## src/hdl/ulm_defs.vh

```
// constants shared by the serial port logic: register offsets, field positions,
// reset values and encodings; assumes an 8-bit word-aligned register address
`ifndef ULM_DEFS_VH
`define ULM_DEFS_VH

// register byte offsets
`define ULM_OFF_LINMR 8'h00
`define ULM_OFF_LINIR 8'h04
`define ULM_OFF_CTRL 8'h08
`define ULM_OFF_STATUS 8'h0c
`define ULM_OFF_RHR 8'h10
`define ULM_OFF_MANCFG 8'h14
`define ULM_OFF_MANTX 8'h18
`define ULM_OFF_LINTD 8'h1c
`define ULM_OFF_LINRD 8'h20

`define ULM_LINMR_RESET 17'h00000
`define ULM_LINMR_W 17

// lin_mode_config fields
`define ULM_NODE_RESPONSE_ACTION 1:0
`define ULM_ID_PARITY_DISABLE_B 2
`define ULM_CHECKSUM_DISABLE_B 3
`define ULM_CHKKIND_B 4
`define ULM_LENSEL_B 5
`define ULM_DLC 15:8
`define ULM_NODE_RESPONSE_ACTION_PUBLISH 2'h0
`define ULM_NODE_RESPONSE_ACTION_SUBSCRIBE 2'h1
`define ULM_NODE_RESPONSE_ACTION_IGNORE 2'h2

// control register fields
`define ULM_MODE 3:0
`define ULM_WRITE_PROTECT_ENABLE_B 8
`define ULM_MODE_LIN_MASTER 4'ha
`define ULM_MODE_LIN_SLAVE 4'hb

// status register bits
`define ULM_ST_MAN_RDY 0
`define ULM_ST_MAN_ERR 1
`define ULM_ST_PAR_ERR 2
`define ULM_ST_CHK_ERR 3
`define ULM_ST_LIN_DONE 4
`define ULM_ST_LIN_RDY 5
`define ULM_ST_TXH_FULL 6
`define ULM_ST_ENC_BUSY 7
`define ULM_ST_LIN_BUSY 8

// manchester config and frame layout
`define ULM_SFD_ONE_B 0
`define ULM_PRE_LEN 11:8
`define ULM_TX_CMD_B 8
`define ULM_RHR_KIND_B 8
`define ULM_SYNC_CMD 6'h38
`define ULM_SYNC_DATA 6'h07
`define ULM_PRE_PATTERN 30'h2aaaaaaa
`define ULM_HALVES_ONE 6'h11
`define ULM_HALVES_SYNC 6'h17
`define ULM_HALVES_HDR 5'h07

// identifier length coding when the length comes from the identifier
`define ULM_LEN_2 9'h002
`define ULM_LEN_4 9'h004
`define ULM_LEN_8 9'h008

`endif

```

## src/hdl/ulm_man_enc.v

```verilog
// manchester encoder: preamble of zero bits, start half, optional sync, 8 data bits
// assumes start is a one-cycle pulse from the register block on the same clock
`timescale 1ns/10ps
`include "ulm_defs.vh"

module ulm_man_enc #(
  parameter HALF_CYCLES = 8
) (
  input wire clk,
  input wire resetn,
  input wire ce,
  input wire start,
  input wire [7:0] data,
  input wire cmd_sync,
  input wire single_bit,
  input wire [3:0] pre_len,
  output wire busy,
  output reg txd_q
);

  reg [63:0] sh_q;
  reg [5:0] left_q;
  reg [15:0] tim_q;
  wire [15:0] dh;
  wire [63:0] pre_al;
  wire [63:0] core_al;
  wire [63:0] mask;
  wire [5:0] pre2;

  // bit one is low then high, bit zero high then low
  genvar i;
  generate
    for (i = 0; i < 8; i = i + 1) begin : g_half
      assign dh[15-2*i] = ~data[i];
      assign dh[14-2*i] = data[i];
    end
  endgenerate

  assign pre2 = {1'b0, pre_len, 1'b0};
  assign mask = ~({64{1'b1}} >> pre2);
  assign pre_al = {`ULM_PRE_PATTERN, 34'h0} & mask;
  assign core_al = single_bit ? {1'b1, dh, 47'h0} :
                   {1'b1, (cmd_sync ? `ULM_SYNC_CMD : `ULM_SYNC_DATA), dh, 41'h0};
  assign busy = (left_q != 6'h0);

  ////////////////////////////////////////////////////////////////////////////
  // serial emit
  always @(posedge clk or negedge resetn) begin
    if (!resetn) begin
      sh_q <= 64'h0;
      left_q <= 6'h0;
      tim_q <= 16'h0;
      txd_q <= 1'b0;
    end else if (ce) begin
      if (!busy) begin
        txd_q <= 1'b0;
        if (start) begin
          sh_q <= pre_al | (core_al >> pre2);
          left_q <= pre2 + (single_bit ? `ULM_HALVES_ONE : `ULM_HALVES_SYNC);
          tim_q <= 16'h0;
        end
      end else if (tim_q == 16'h0) begin
        txd_q <= sh_q[63];
        sh_q <= {sh_q[62:0], 1'b0};
        tim_q <= HALF_CYCLES[15:0] - 16'h1;
        left_q <= left_q - 6'h1;
      end else begin
        tim_q <= tim_q - 16'h1;
      end
    end
  end

endmodule

```

## src/hdl/ulm_ctrl.v

```verilog
// serial port logic: manchester decoder and encoder control, lin node control
// register port on the same clock; man_rxd is asynchronous; lin byte streams
// come from and go to the character engine on this clock
//
// The address map and the strobed register port were chosen for this implementation.
`timescale 1ns/10ps
`include "ulm_defs.vh"

module ulm_ctrl #(
  parameter HALF_CYCLES = 8
) (
  input wire clk,
  input wire resetn,
  input wire ce,
  input wire [7:0] reg_addr,
  input wire [31:0] reg_wdata,
  input wire reg_wr,
  input wire reg_rd,
  output reg [31:0] reg_rdata_q,
  input wire man_rxd,
  output wire man_txd,
  input wire lin_rx_valid,
  input wire [7:0] lin_rx_byte,
  output reg lin_tx_valid_q,
  output reg [7:0] lin_tx_byte_q,
  input wire lin_tx_ready
);

  localparam ST_IDLE = 6'h01;
  localparam ST_SEND_ID = 6'h02;
  localparam ST_TX_DATA = 6'h04;
  localparam ST_TX_CHK = 6'h08;
  localparam ST_RX_DATA = 6'h10;
  localparam ST_RX_CHK = 6'h20;

  reg [`ULM_LINMR_W-1:0] linmr_q;
  reg [7:0] id_q;
  reg [8:0] ctrl_q;
  reg [11:0] mancfg_q;
  reg [8:0] rhr_q;
  reg [7:0] lin_rd_q;
  reg [7:0] txh_q;
  reg txh_full_q;
  reg man_rdy_q, man_err_q, par_err_q, chk_err_q, lin_done_q, lin_rdy_q;
  reg [5:0] st_q, st_d;
  reg [8:0] cnt_q;
  reg [7:0] sum_q;
  reg rx_s1_q, rx_s2_q, rx_s3_q, rx_lvl_q;
  reg dec_act_q;
  reg [15:0] dec_tim_q;
  reg [5:0] dec_n_q;
  reg [22:0] dec_sh_q;
  reg dec_one_q;

  wire enc_busy;
  wire [31:0] status;
  wire wr_linmr, wr_linir, wr_status, wr_mantx, wr_lintd;
  wire rd_rhr, rd_linrd;
  wire lin_en, is_master;
  wire slot_free;
  wire [7:0] ext_id;
  wire [1:0] node_response_action;
  wire id_parity_disable, checksum_disable;
  wire [7:0] pbyte_sw;
  wire [7:0] rx_pid;
  wire rx_par_bad;
  wire [7:0] dec_data;
  wire [7:0] dec_ok;
  reg last_tx, last_rx;

  ////////////////////////////////////////////////////////////////////////////
  // helpers

  function [7:0] pid;
    input [5:0] id;
    begin
      pid = {~(id[1] ^ id[3] ^ id[4] ^ id[5]), id[0] ^ id[1] ^ id[2] ^ id[4], id};
    end
  endfunction

  // carry wraps back into the low byte
  function [7:0] csum_add;
    input [7:0] a;
    input [7:0] b;
    reg [8:0] s;
    begin
      s = {1'b0, a} + {1'b0, b};
      csum_add = s[7:0] + {7'h0, s[8]};
    end
  endfunction

  function [8:0] resp_len;
    input [7:0] id;
    input lensel;
    input [7:0] response_length_count;
    begin
      if (lensel) begin
        case (id[6:5])
          2'h3: resp_len = `ULM_LEN_8;
          2'h2: resp_len = `ULM_LEN_4;
          default: resp_len = `ULM_LEN_2;
        endcase
      end else begin
        resp_len = {1'b0, response_length_count} + 9'h001;
      end
    end
  endfunction

  ////////////////////////////////////////////////////////////////////////////
  // register port decode

  assign lin_en = (ctrl_q[`ULM_MODE] == `ULM_MODE_LIN_MASTER) || (ctrl_q[`ULM_MODE] == `ULM_MODE_LIN_SLAVE);
  assign is_master = ctrl_q[`ULM_MODE] == `ULM_MODE_LIN_MASTER;
  assign node_response_action = linmr_q[`ULM_NODE_RESPONSE_ACTION];
  assign id_parity_disable = linmr_q[`ULM_ID_PARITY_DISABLE_B];
  assign checksum_disable = linmr_q[`ULM_CHECKSUM_DISABLE_B];

  assign wr_linmr = reg_wr && reg_addr == `ULM_OFF_LINMR && !ctrl_q[`ULM_WRITE_PROTECT_ENABLE_B];
  assign wr_linir = reg_wr && reg_addr == `ULM_OFF_LINIR;
  assign wr_status = reg_wr && reg_addr == `ULM_OFF_STATUS;
  assign wr_mantx = reg_wr && reg_addr == `ULM_OFF_MANTX && !enc_busy;
  assign wr_lintd = reg_wr && reg_addr == `ULM_OFF_LINTD && !txh_full_q;
  assign rd_rhr = reg_rd && reg_addr == `ULM_OFF_RHR;
  assign rd_linrd = reg_rd && reg_addr == `ULM_OFF_LINRD;

  assign status = {23'h0, !st_q[0], enc_busy, txh_full_q, lin_rdy_q, lin_done_q,
                   chk_err_q, par_err_q, man_err_q, man_rdy_q};

  always @(posedge clk or negedge resetn) begin
    if (!resetn) begin
      reg_rdata_q <= 32'h0;
    end else if (ce) begin
      reg_rdata_q <= 32'h0;
      if (reg_rd) begin
        case (reg_addr)
          `ULM_OFF_LINMR: reg_rdata_q <= {15'h0, linmr_q};
          `ULM_OFF_LINIR: reg_rdata_q <= {24'h0, id_q};
          `ULM_OFF_CTRL: reg_rdata_q <= {23'h0, ctrl_q};
          `ULM_OFF_STATUS: reg_rdata_q <= status;
          `ULM_OFF_RHR: reg_rdata_q <= {23'h0, rhr_q};
          `ULM_OFF_MANCFG: reg_rdata_q <= {20'h0, mancfg_q};
          `ULM_OFF_LINRD: reg_rdata_q <= {24'h0, lin_rd_q};
          default: reg_rdata_q <= 32'h0;
        endcase
      end
    end
  end

  always @(posedge clk or negedge resetn) begin
    if (!resetn) begin
      linmr_q <= `ULM_LINMR_RESET;
      ctrl_q <= 9'h0;
      mancfg_q <= 12'h0;
    end else if (ce) begin
      if (wr_linmr)
        linmr_q <= reg_wdata[`ULM_LINMR_W-1:0];
      if (reg_wr && reg_addr == `ULM_OFF_CTRL)
        ctrl_q <= reg_wdata[8:0];
      if (reg_wr && reg_addr == `ULM_OFF_MANCFG)
        mancfg_q <= reg_wdata[11:0];
    end
  end

  ////////////////////////////////////////////////////////////////////////////
  // manchester transmit

  ulm_man_enc #(
    .HALF_CYCLES(HALF_CYCLES)
  ) u_enc (
    .clk(clk),
    .resetn(resetn),
    .ce(ce),
    .start(wr_mantx),
    .data(reg_wdata[7:0]),
    .cmd_sync(reg_wdata[`ULM_TX_CMD_B]),
    .single_bit(mancfg_q[`ULM_SFD_ONE_B]),
    .pre_len(mancfg_q[`ULM_PRE_LEN]),
    .busy(enc_busy),
    .txd_q(man_txd)
  );

  ////////////////////////////////////////////////////////////////////////////
  // manchester receive

  // a level change counts once the second and third stages agree
  always @(posedge clk or negedge resetn) begin
    if (!resetn) begin
      rx_s1_q <= 1'b0;
      rx_s2_q <= 1'b0;
      rx_s3_q <= 1'b0;
      rx_lvl_q <= 1'b0;
    end else if (ce) begin
      rx_s1_q <= man_rxd;
      rx_s2_q <= rx_s1_q;
      rx_s3_q <= rx_s2_q;
      if (rx_s2_q == rx_s3_q)
        rx_lvl_q <= rx_s3_q;
    end
  end

  // bit value is the second half; equal halves mean a coding violation
  genvar gi;
  generate
    for (gi = 0; gi < 8; gi = gi + 1) begin : g_dec
      assign dec_data[gi] = dec_sh_q[14-2*gi];
      assign dec_ok[gi] = dec_sh_q[15-2*gi] ^ dec_sh_q[14-2*gi];
    end
  endgenerate

  always @(posedge clk or negedge resetn) begin
    if (!resetn) begin
      dec_act_q <= 1'b0;
      dec_tim_q <= 16'h0;
      dec_n_q <= 6'h0;
      dec_sh_q <= 23'h0;
      dec_one_q <= 1'b0;
    end else if (ce) begin
      if (!dec_act_q) begin
        // frame opens on a rising transition
        if (rx_lvl_q == 1'b0 && rx_s2_q == rx_s3_q && rx_s3_q) begin
          dec_act_q <= 1'b1;
          dec_tim_q <= HALF_CYCLES[16:1];
          dec_n_q <= 6'h0;
          dec_one_q <= mancfg_q[`ULM_SFD_ONE_B];
        end
      end else if (dec_tim_q != 16'h0) begin
        dec_tim_q <= dec_tim_q - 16'h1;
      end else begin
        dec_sh_q <= {dec_sh_q[21:0], rx_lvl_q};
        dec_n_q <= dec_n_q + 6'h1;
        dec_tim_q <= HALF_CYCLES[15:0] - 16'h1;
        // either sync kind passes; anything else re-arms
        // sync halves sit in the low six bits once the start half and six more are in
        if (!dec_one_q && dec_n_q == {1'b0, `ULM_HALVES_HDR} &&
            dec_sh_q[5:0] != `ULM_SYNC_CMD && dec_sh_q[5:0] != `ULM_SYNC_DATA)
          dec_act_q <= 1'b0;
        if (dec_n_q == (dec_one_q ? `ULM_HALVES_ONE : `ULM_HALVES_SYNC))
          dec_act_q <= 1'b0;
      end
    end
  end

  // the frame completes one sample after the last half is taken
  wire dec_fin = dec_act_q && dec_tim_q == 16'h0 &&
                 dec_n_q == (dec_one_q ? `ULM_HALVES_ONE : `ULM_HALVES_SYNC);

  always @(posedge clk or negedge resetn) begin
    if (!resetn) begin
      rhr_q <= 9'h0;
    end else if (ce) begin
      // character and sync kind stored together
      if (dec_fin && dec_ok == 8'hff)
        rhr_q <= {!dec_one_q && dec_sh_q[21:16] == `ULM_SYNC_CMD, dec_data};
    end
  end

  ////////////////////////////////////////////////////////////////////////////
  // lin node control

  assign slot_free = !lin_tx_valid_q || lin_tx_ready;
  assign ext_id = {2'h0, reg_wdata[5:0]};
  assign pbyte_sw = id_parity_disable ? reg_wdata[7:0] : pid(reg_wdata[5:0]);
  assign rx_pid = pid(lin_rx_byte[5:0]);
  assign rx_par_bad = !id_parity_disable && rx_pid[7:6] != lin_rx_byte[7:6];

  always @* begin
    st_d = st_q;
    last_tx = cnt_q == 9'h001;
    last_rx = cnt_q == 9'h001;
    case (st_q)
      ST_IDLE: begin
        if (lin_en && is_master && wr_linir)
          st_d = ST_SEND_ID;
        else if (lin_en && !is_master && lin_rx_valid)
          // slave picks its path from node action
          st_d = node_response_action == `ULM_NODE_RESPONSE_ACTION_PUBLISH ? ST_TX_DATA :
                 node_response_action == `ULM_NODE_RESPONSE_ACTION_SUBSCRIBE ? ST_RX_DATA : ST_IDLE;
      end
      ST_SEND_ID: begin
        // master picks its path from node action
        if (slot_free)
          st_d = node_response_action == `ULM_NODE_RESPONSE_ACTION_PUBLISH ? ST_TX_DATA :
                 node_response_action == `ULM_NODE_RESPONSE_ACTION_SUBSCRIBE ? ST_RX_DATA : ST_IDLE;
      end
      ST_TX_DATA: begin
        if (slot_free && txh_full_q && last_tx)
          st_d = (!checksum_disable && is_master) ? ST_TX_CHK : ST_IDLE;
      end
      ST_TX_CHK: begin
        if (slot_free)
          st_d = ST_IDLE;
      end
      ST_RX_DATA: begin
        if (lin_rx_valid && last_rx)
          st_d = (!checksum_disable && !is_master) ? ST_RX_CHK : ST_IDLE;
      end
      ST_RX_CHK: begin
        if (lin_rx_valid)
          st_d = ST_IDLE;
      end
      default: st_d = ST_IDLE;
    endcase
    // leaving lin mode abandons the frame
    if (!lin_en)
      st_d = ST_IDLE;
  end

  always @(posedge clk or negedge resetn) begin
    if (!resetn) begin
      st_q <= ST_IDLE;
      id_q <= 8'h0;
      cnt_q <= 9'h0;
      sum_q <= 8'h0;
      lin_tx_valid_q <= 1'b0;
      lin_tx_byte_q <= 8'h0;
      lin_rd_q <= 8'h0;
      txh_q <= 8'h0;
    end else if (ce) begin
      st_q <= st_d;
      if (lin_tx_ready)
        lin_tx_valid_q <= 1'b0;
      if (wr_lintd)
        txh_q <= reg_wdata[7:0];
      if (wr_linir && st_q == ST_IDLE)
        id_q <= (lin_en && is_master) ? pbyte_sw : ext_id;
      if (st_q == ST_IDLE && lin_en && !is_master && lin_rx_valid) begin
        id_q <= lin_rx_byte;
        cnt_q <= resp_len(lin_rx_byte, linmr_q[`ULM_LENSEL_B], linmr_q[`ULM_DLC]);
        sum_q <= linmr_q[`ULM_CHKKIND_B] ? 8'h0 : lin_rx_byte;
      end
      if (st_q == ST_SEND_ID && slot_free) begin
        lin_tx_valid_q <= 1'b1;
        lin_tx_byte_q <= id_q;
        cnt_q <= resp_len(id_q, linmr_q[`ULM_LENSEL_B], linmr_q[`ULM_DLC]);
        sum_q <= linmr_q[`ULM_CHKKIND_B] ? 8'h0 : id_q;
      end
      if (st_q == ST_TX_DATA && slot_free && txh_full_q) begin
        lin_tx_valid_q <= 1'b1;
        lin_tx_byte_q <= txh_q;
        sum_q <= csum_add(sum_q, txh_q);
        cnt_q <= cnt_q - 9'h001;
      end
      if (st_q == ST_TX_CHK && slot_free) begin
        lin_tx_valid_q <= 1'b1;
        lin_tx_byte_q <= ~sum_q;
      end
      if (st_q == ST_RX_DATA && lin_rx_valid) begin
        lin_rd_q <= lin_rx_byte;
        sum_q <= csum_add(sum_q, lin_rx_byte);
        cnt_q <= cnt_q - 9'h001;
      end
    end
  end

  ////////////////////////////////////////////////////////////////////////////
  // status flags: a hardware set beats a clear in the same cycle

  wire set_man_rdy = dec_fin && dec_ok == 8'hff;
  wire set_man_err = dec_fin && dec_ok != 8'hff;
  wire set_par = st_q == ST_IDLE && lin_en && !is_master && lin_rx_valid && rx_par_bad;
  wire set_chk = st_q == ST_RX_CHK && lin_rx_valid && lin_rx_byte != ~sum_q;
  wire set_done = st_q != ST_IDLE && st_d == ST_IDLE && lin_en;
  wire set_lrdy = st_q == ST_RX_DATA && lin_rx_valid;
  wire take_txh = st_q == ST_TX_DATA && slot_free && txh_full_q;

  always @(posedge clk or negedge resetn) begin
    if (!resetn) begin
      man_rdy_q <= 1'b0;
      man_err_q <= 1'b0;
      par_err_q <= 1'b0;
      chk_err_q <= 1'b0;
      lin_done_q <= 1'b0;
      lin_rdy_q <= 1'b0;
      txh_full_q <= 1'b0;
    end else if (ce) begin
      man_rdy_q <= set_man_rdy || (man_rdy_q && !rd_rhr);
      man_err_q <= set_man_err || (man_err_q && !(wr_status && reg_wdata[`ULM_ST_MAN_ERR]));
      par_err_q <= set_par || (par_err_q && !(wr_status && reg_wdata[`ULM_ST_PAR_ERR]));
      chk_err_q <= set_chk || (chk_err_q && !(wr_status && reg_wdata[`ULM_ST_CHK_ERR]));
      lin_done_q <= set_done || (lin_done_q && !(wr_status && reg_wdata[`ULM_ST_LIN_DONE]));
      lin_rdy_q <= set_lrdy || (lin_rdy_q && !rd_linrd);
      txh_full_q <= wr_lintd || (txh_full_q && !take_txh);
    end
  end

endmodule

```

## config.mk

```make
export PLATFORM = sky130hd
export DESIGN_NAME = ulm_ctrl
export DESIGN_NICKNAME = d
export VERILOG_FILES = /design/src/hdl/ulm_man_enc.v /design/src/hdl/ulm_ctrl.v
export VERILOG_INCLUDE_DIRS = /design/src /design/src/hdl
export SDC_FILE = /design/constraint.sdc
export NUM_CORES = 1
export LEC_CHECK = 0
export ABC_AREA = 1
export BUFFER_PORTS_ARGS = -buffer_cell sky130_fd_sc_hd__buf_2
export CELL_PAD_IN_SITES_DETAIL_PLACEMENT = 1
export CELL_PAD_IN_SITES_GLOBAL_PLACEMENT = 1
export CORE_MARGIN = 2
export CORE_UTILIZATION = 49
export CTS_BUF_LIST = sky130_fd_sc_hd__clkbuf_8 sky130_fd_sc_hd__clkbuf_16
export DETAILED_ROUTE_END_ITERATION = 8
export PLACE_DENSITY = 0.91
export SYNTH_ARGS = -nofsm -noshare
export SYNTH_HDL_FRONTEND = slang
export SYNTH_SLANG_ARGS = --single-unit
export TNS_END_PERCENT = 1
```

## constraint.sdc

```tcl
create_clock -name clk -period 5 [get_ports clk]
set_input_delay 0.5 -clock clk [delete_from_list [all_inputs] [get_ports clk]]
set_output_delay 0.5 -clock clk [all_outputs]
set_load 0.01 [all_outputs]
```

==> results by group <==
Routing
  • Router iterations before antenna repair: 5
  • Iter 0 DRT Violations: about 1.1k
  • Final wirelength: around 50 mm
  • DRT antenna net count: 0
  • Routed vias/inst: 5.83
  • Wire per inst: between 20 and 25 microns
  • Via Count: approximately 14k
  • DRC: 0

Critical path
  • Setup CP Type: register to register
  • CP max FO: 6
  • CP required: ~5.5 ns
  • Crit start category: register
  • WP data arrival: around 3.6 ns
  • Crit. End Element: register

Run status
  • Violated checks: negative hold slack
  • Status: complete, but fails checks

Timing
  • Fin Setup TNS: 0 ns
  • Max-slew violations: 0
  • Unrepaired setup endpoints after global routing: no
  • Slew @ Worst Pin: ~1.1 ns
  • Hold_ws: -0.00980 ns
  • Fmax: between 300 and 400 MHz
  • Slew Limit Headroom: approximately 29%
  • Final period util: just over 60%
  • Hold Violations, Final: 1
  • Tmin final: between 3 and 4 ns
  • # setup viols final: 0
  • Clock skew: between 0.01 and 0.015 ns

Floorplan
  • Initial Utilization: approximately half
  • I/O pins: 98
  • Full die area: 32700 sq um
  • Die width: 181 microns
  • FP Rows: 64
  • Core Area: between 30000 and 40000 sq um
  • Die Ht: between 150 and 200 microns

Cells and area
  • Synthesis-to-layout area growth: 8.80%
  • Commonest non-fill, non-tap cell in the layout: nand2_1
  • Commonest cells after routing, fill and taps aside: nand2_1 (527), dfrtp_1 (252), inv_1 (234), o21ai_0 (197), nor2_1 (150)
  • Proportion of layout cells with a drive suffix above 1: 9.97%
  • Nets: between 2k and 2.5k
  • Design area: approximately 17000 sq um

Yosys
  • Cells after Synth: ~2.0k
  • Synthesis Warnings: 0
  • Synth Cell Area: 15300 sq um
  • Post-synth EDFFs: 0
  • Syn Area/Cell: approximately 7.6 sq um
  • Predominant post-synthesis flop cell: dfrtp_1
  • Async set or reset register ratio after synthesis: 100%
  • Sequential-to-total area share from yosys stat: between 40 and 50%
  • Library cells used by synthesis: roughly 70
  • Synthesized flop and latch total: approximately 250

CTS
  • Clock tree sinks: 253
  • CTS buffer count: 29
  • H-tree lvl count: 1
  • CTS tree: yes
  • # Post-CTS Setup Buffers: 0
  • CTS clk-pin slew, worst paths: roughly 0.06 ns
  • Hold-fix buffers at CTS: 0
  • Post_cts resized: 0
  • Max Root-Sink Buffers: 3
  • Root buffer cell: clkbuf_16
  • Skew-Pair Late Insertion Delay: 0.56 ns

Placed design
  • Gpl congestion: roughly 0.90
  • Detailed Place HPWL: approximately 35 mm
  • Placement Cell Area: 15700 sq um
  • Port Buf Inserts: 67

Global routing
  • Gr usage total: a little under a third
  • Global-route wire length before repair: around 81 mm
  • Vias in the first global route: 15.4k
  • Initial antenna violation count: 1
  • Largest net degree at the start of global routing: between 100 and 150
  • Grt ovf: 0

Power
  • Worst vdd ir: between 200 and 300 uV
  • Power per Cell Area: approximately 360 nW/um^2
  • Pleak: a little over 8 nW

Hold path
  • Hold Path Class: input port to async pin

Run
  • Max_cap viols: 0
==> state kept, by name, indices dropped and copies added (netlist names), 8 cells and up <==
signal,count
u_enc.sh_q,53
dec_sh_q,22
linmr_q,17
reg_rdata_q,17
dec_tim_q,16
u_enc.tim_q,16
mancfg_q,12
cnt_q,9
ctrl_q,9
rhr_q,9
id_q,8
lin_rd_q,8
lin_tx_byte_q,8
sum_q,8
txh_q,8
==> metal layers <==
| layer | wire (microns) | global-route usage [%] | vias to the layer above |
|---|---|---|---|
| li1 | - | - | 6668 |
| met1 | 20900 | 38.1 | 7088 |
| met2 | 24400 | 53.0 | 464 |
| met3 | 2340 | 3.77 | 141 |
| met4 | 2240 | 13.0 | 0 |
| met5 | 0 | 0 | - |
==> power breakdown <==
group | total (W) | internal [W] | switching, W
Combinational | 0.00138 | 0.000460 | 0.000922
Sequential | 0.00249 | 0.00227 | 0.000218
Clock | 0.00215 | 0.00125 | 0.000891
==> area by class of cell <==
cell class,count,area (sq um)
inverters,246,936
clock buffers,36,822
repair buffers,76,425
diodes,1,2.50
multi-input cells,1440,7540
well taps,396,495
clock inverters,16,126
fillers,3861,14000
flip-flops and latches,253,6330
==> synth_stat cells, types with 24 or more instances <==
| master | instances | area (sq um) |
|---|---|---|
| a21oi_1 | 70 | 350 |
| buf_2 | 28 | 140 |
| dfrtp_1 | 252 | 6310 |
| ha_1 | 37 | 463 |
| inv_1 | 226 | 848 |
| nand2_1 | 527 | 1980 |
| nand3_1 | 125 | 626 |
| nand4_1 | 24 | 150 |
| nor2_1 | 150 | 563 |
| nor3_1 | 31 | 155 |
| o211ai_1 | 26 | 195 |
| o21ai_0 | 197 | 986 |
==> kinds of logic after synthesis <==
family,Yosys count,share of synthesized area (%)
other,1,0.0245
xor gates and xnor gates,38,2.17
AOI/OAI and AO/OA,420,16.2
buffers and inverters,335,9.86
adders and majority gates,40,3.41
muxes,9,0.636
DFF,253,41.3
and+or+nand+nor,918,26.4
==> critical path, cell delays in order, from the launching register on <==
cell and delay, ns:
dfrtp_1 0.45, ha_1 0.45, nand2_1 0.10, nor2_1 0.11, nand2_1 0.07, nand3_1 0.12, a21oi_1 0.09, o21bai_1 0.19
ha_1 0.22, ha_1 0.19, inv_1 0.05, nor2_1 0.18, nand3_1 0.13, nor2_1 0.18, nand2_1 0.07, nand2_1 0.07
nand3_1 0.07, nand2_1 0.11, nand2_1 0.07, a21oi_1 0.13
==> worst paths after layout <==
kind | start | to | slack, ns | cells after the start
setup / recovery | sum_q[3] | sum_q[6] | 1.88 | 19
hold / removal | resetn | sum_q[5] | -0.01 | 1
setup reg to reg | sum_q[3] | sum_q[6] | 1.88 | 19
hold reg to reg | rx_s1_q | rx_s1_q | 0.48 | 2
max in group asynchronous | resetn | u_enc.sh_q[43] | 3.83 | 2
min in group clk | man_rxd | rx_s1_q | 0.16 | 3
==> metrics by stage <==
step                      setup WS [ns]  utilization, %  total power, W  hold WS (ns)  cells
after floorplan                    2.28               -         0.00344         0.204   2028
after global placement             1.72            51.3         0.00375         0.459   2411
after detailed placement           1.58            51.3         0.00387         0.468   2411
after CTS                          1.93            54.4         0.00602         0.116   2463
after global routing               1.67            54.4         0.00632        0.0840   2463
final                              1.88            54.4         0.00601      -0.00980   2464
Note: power is estimated with default switching activity, not from simulation.
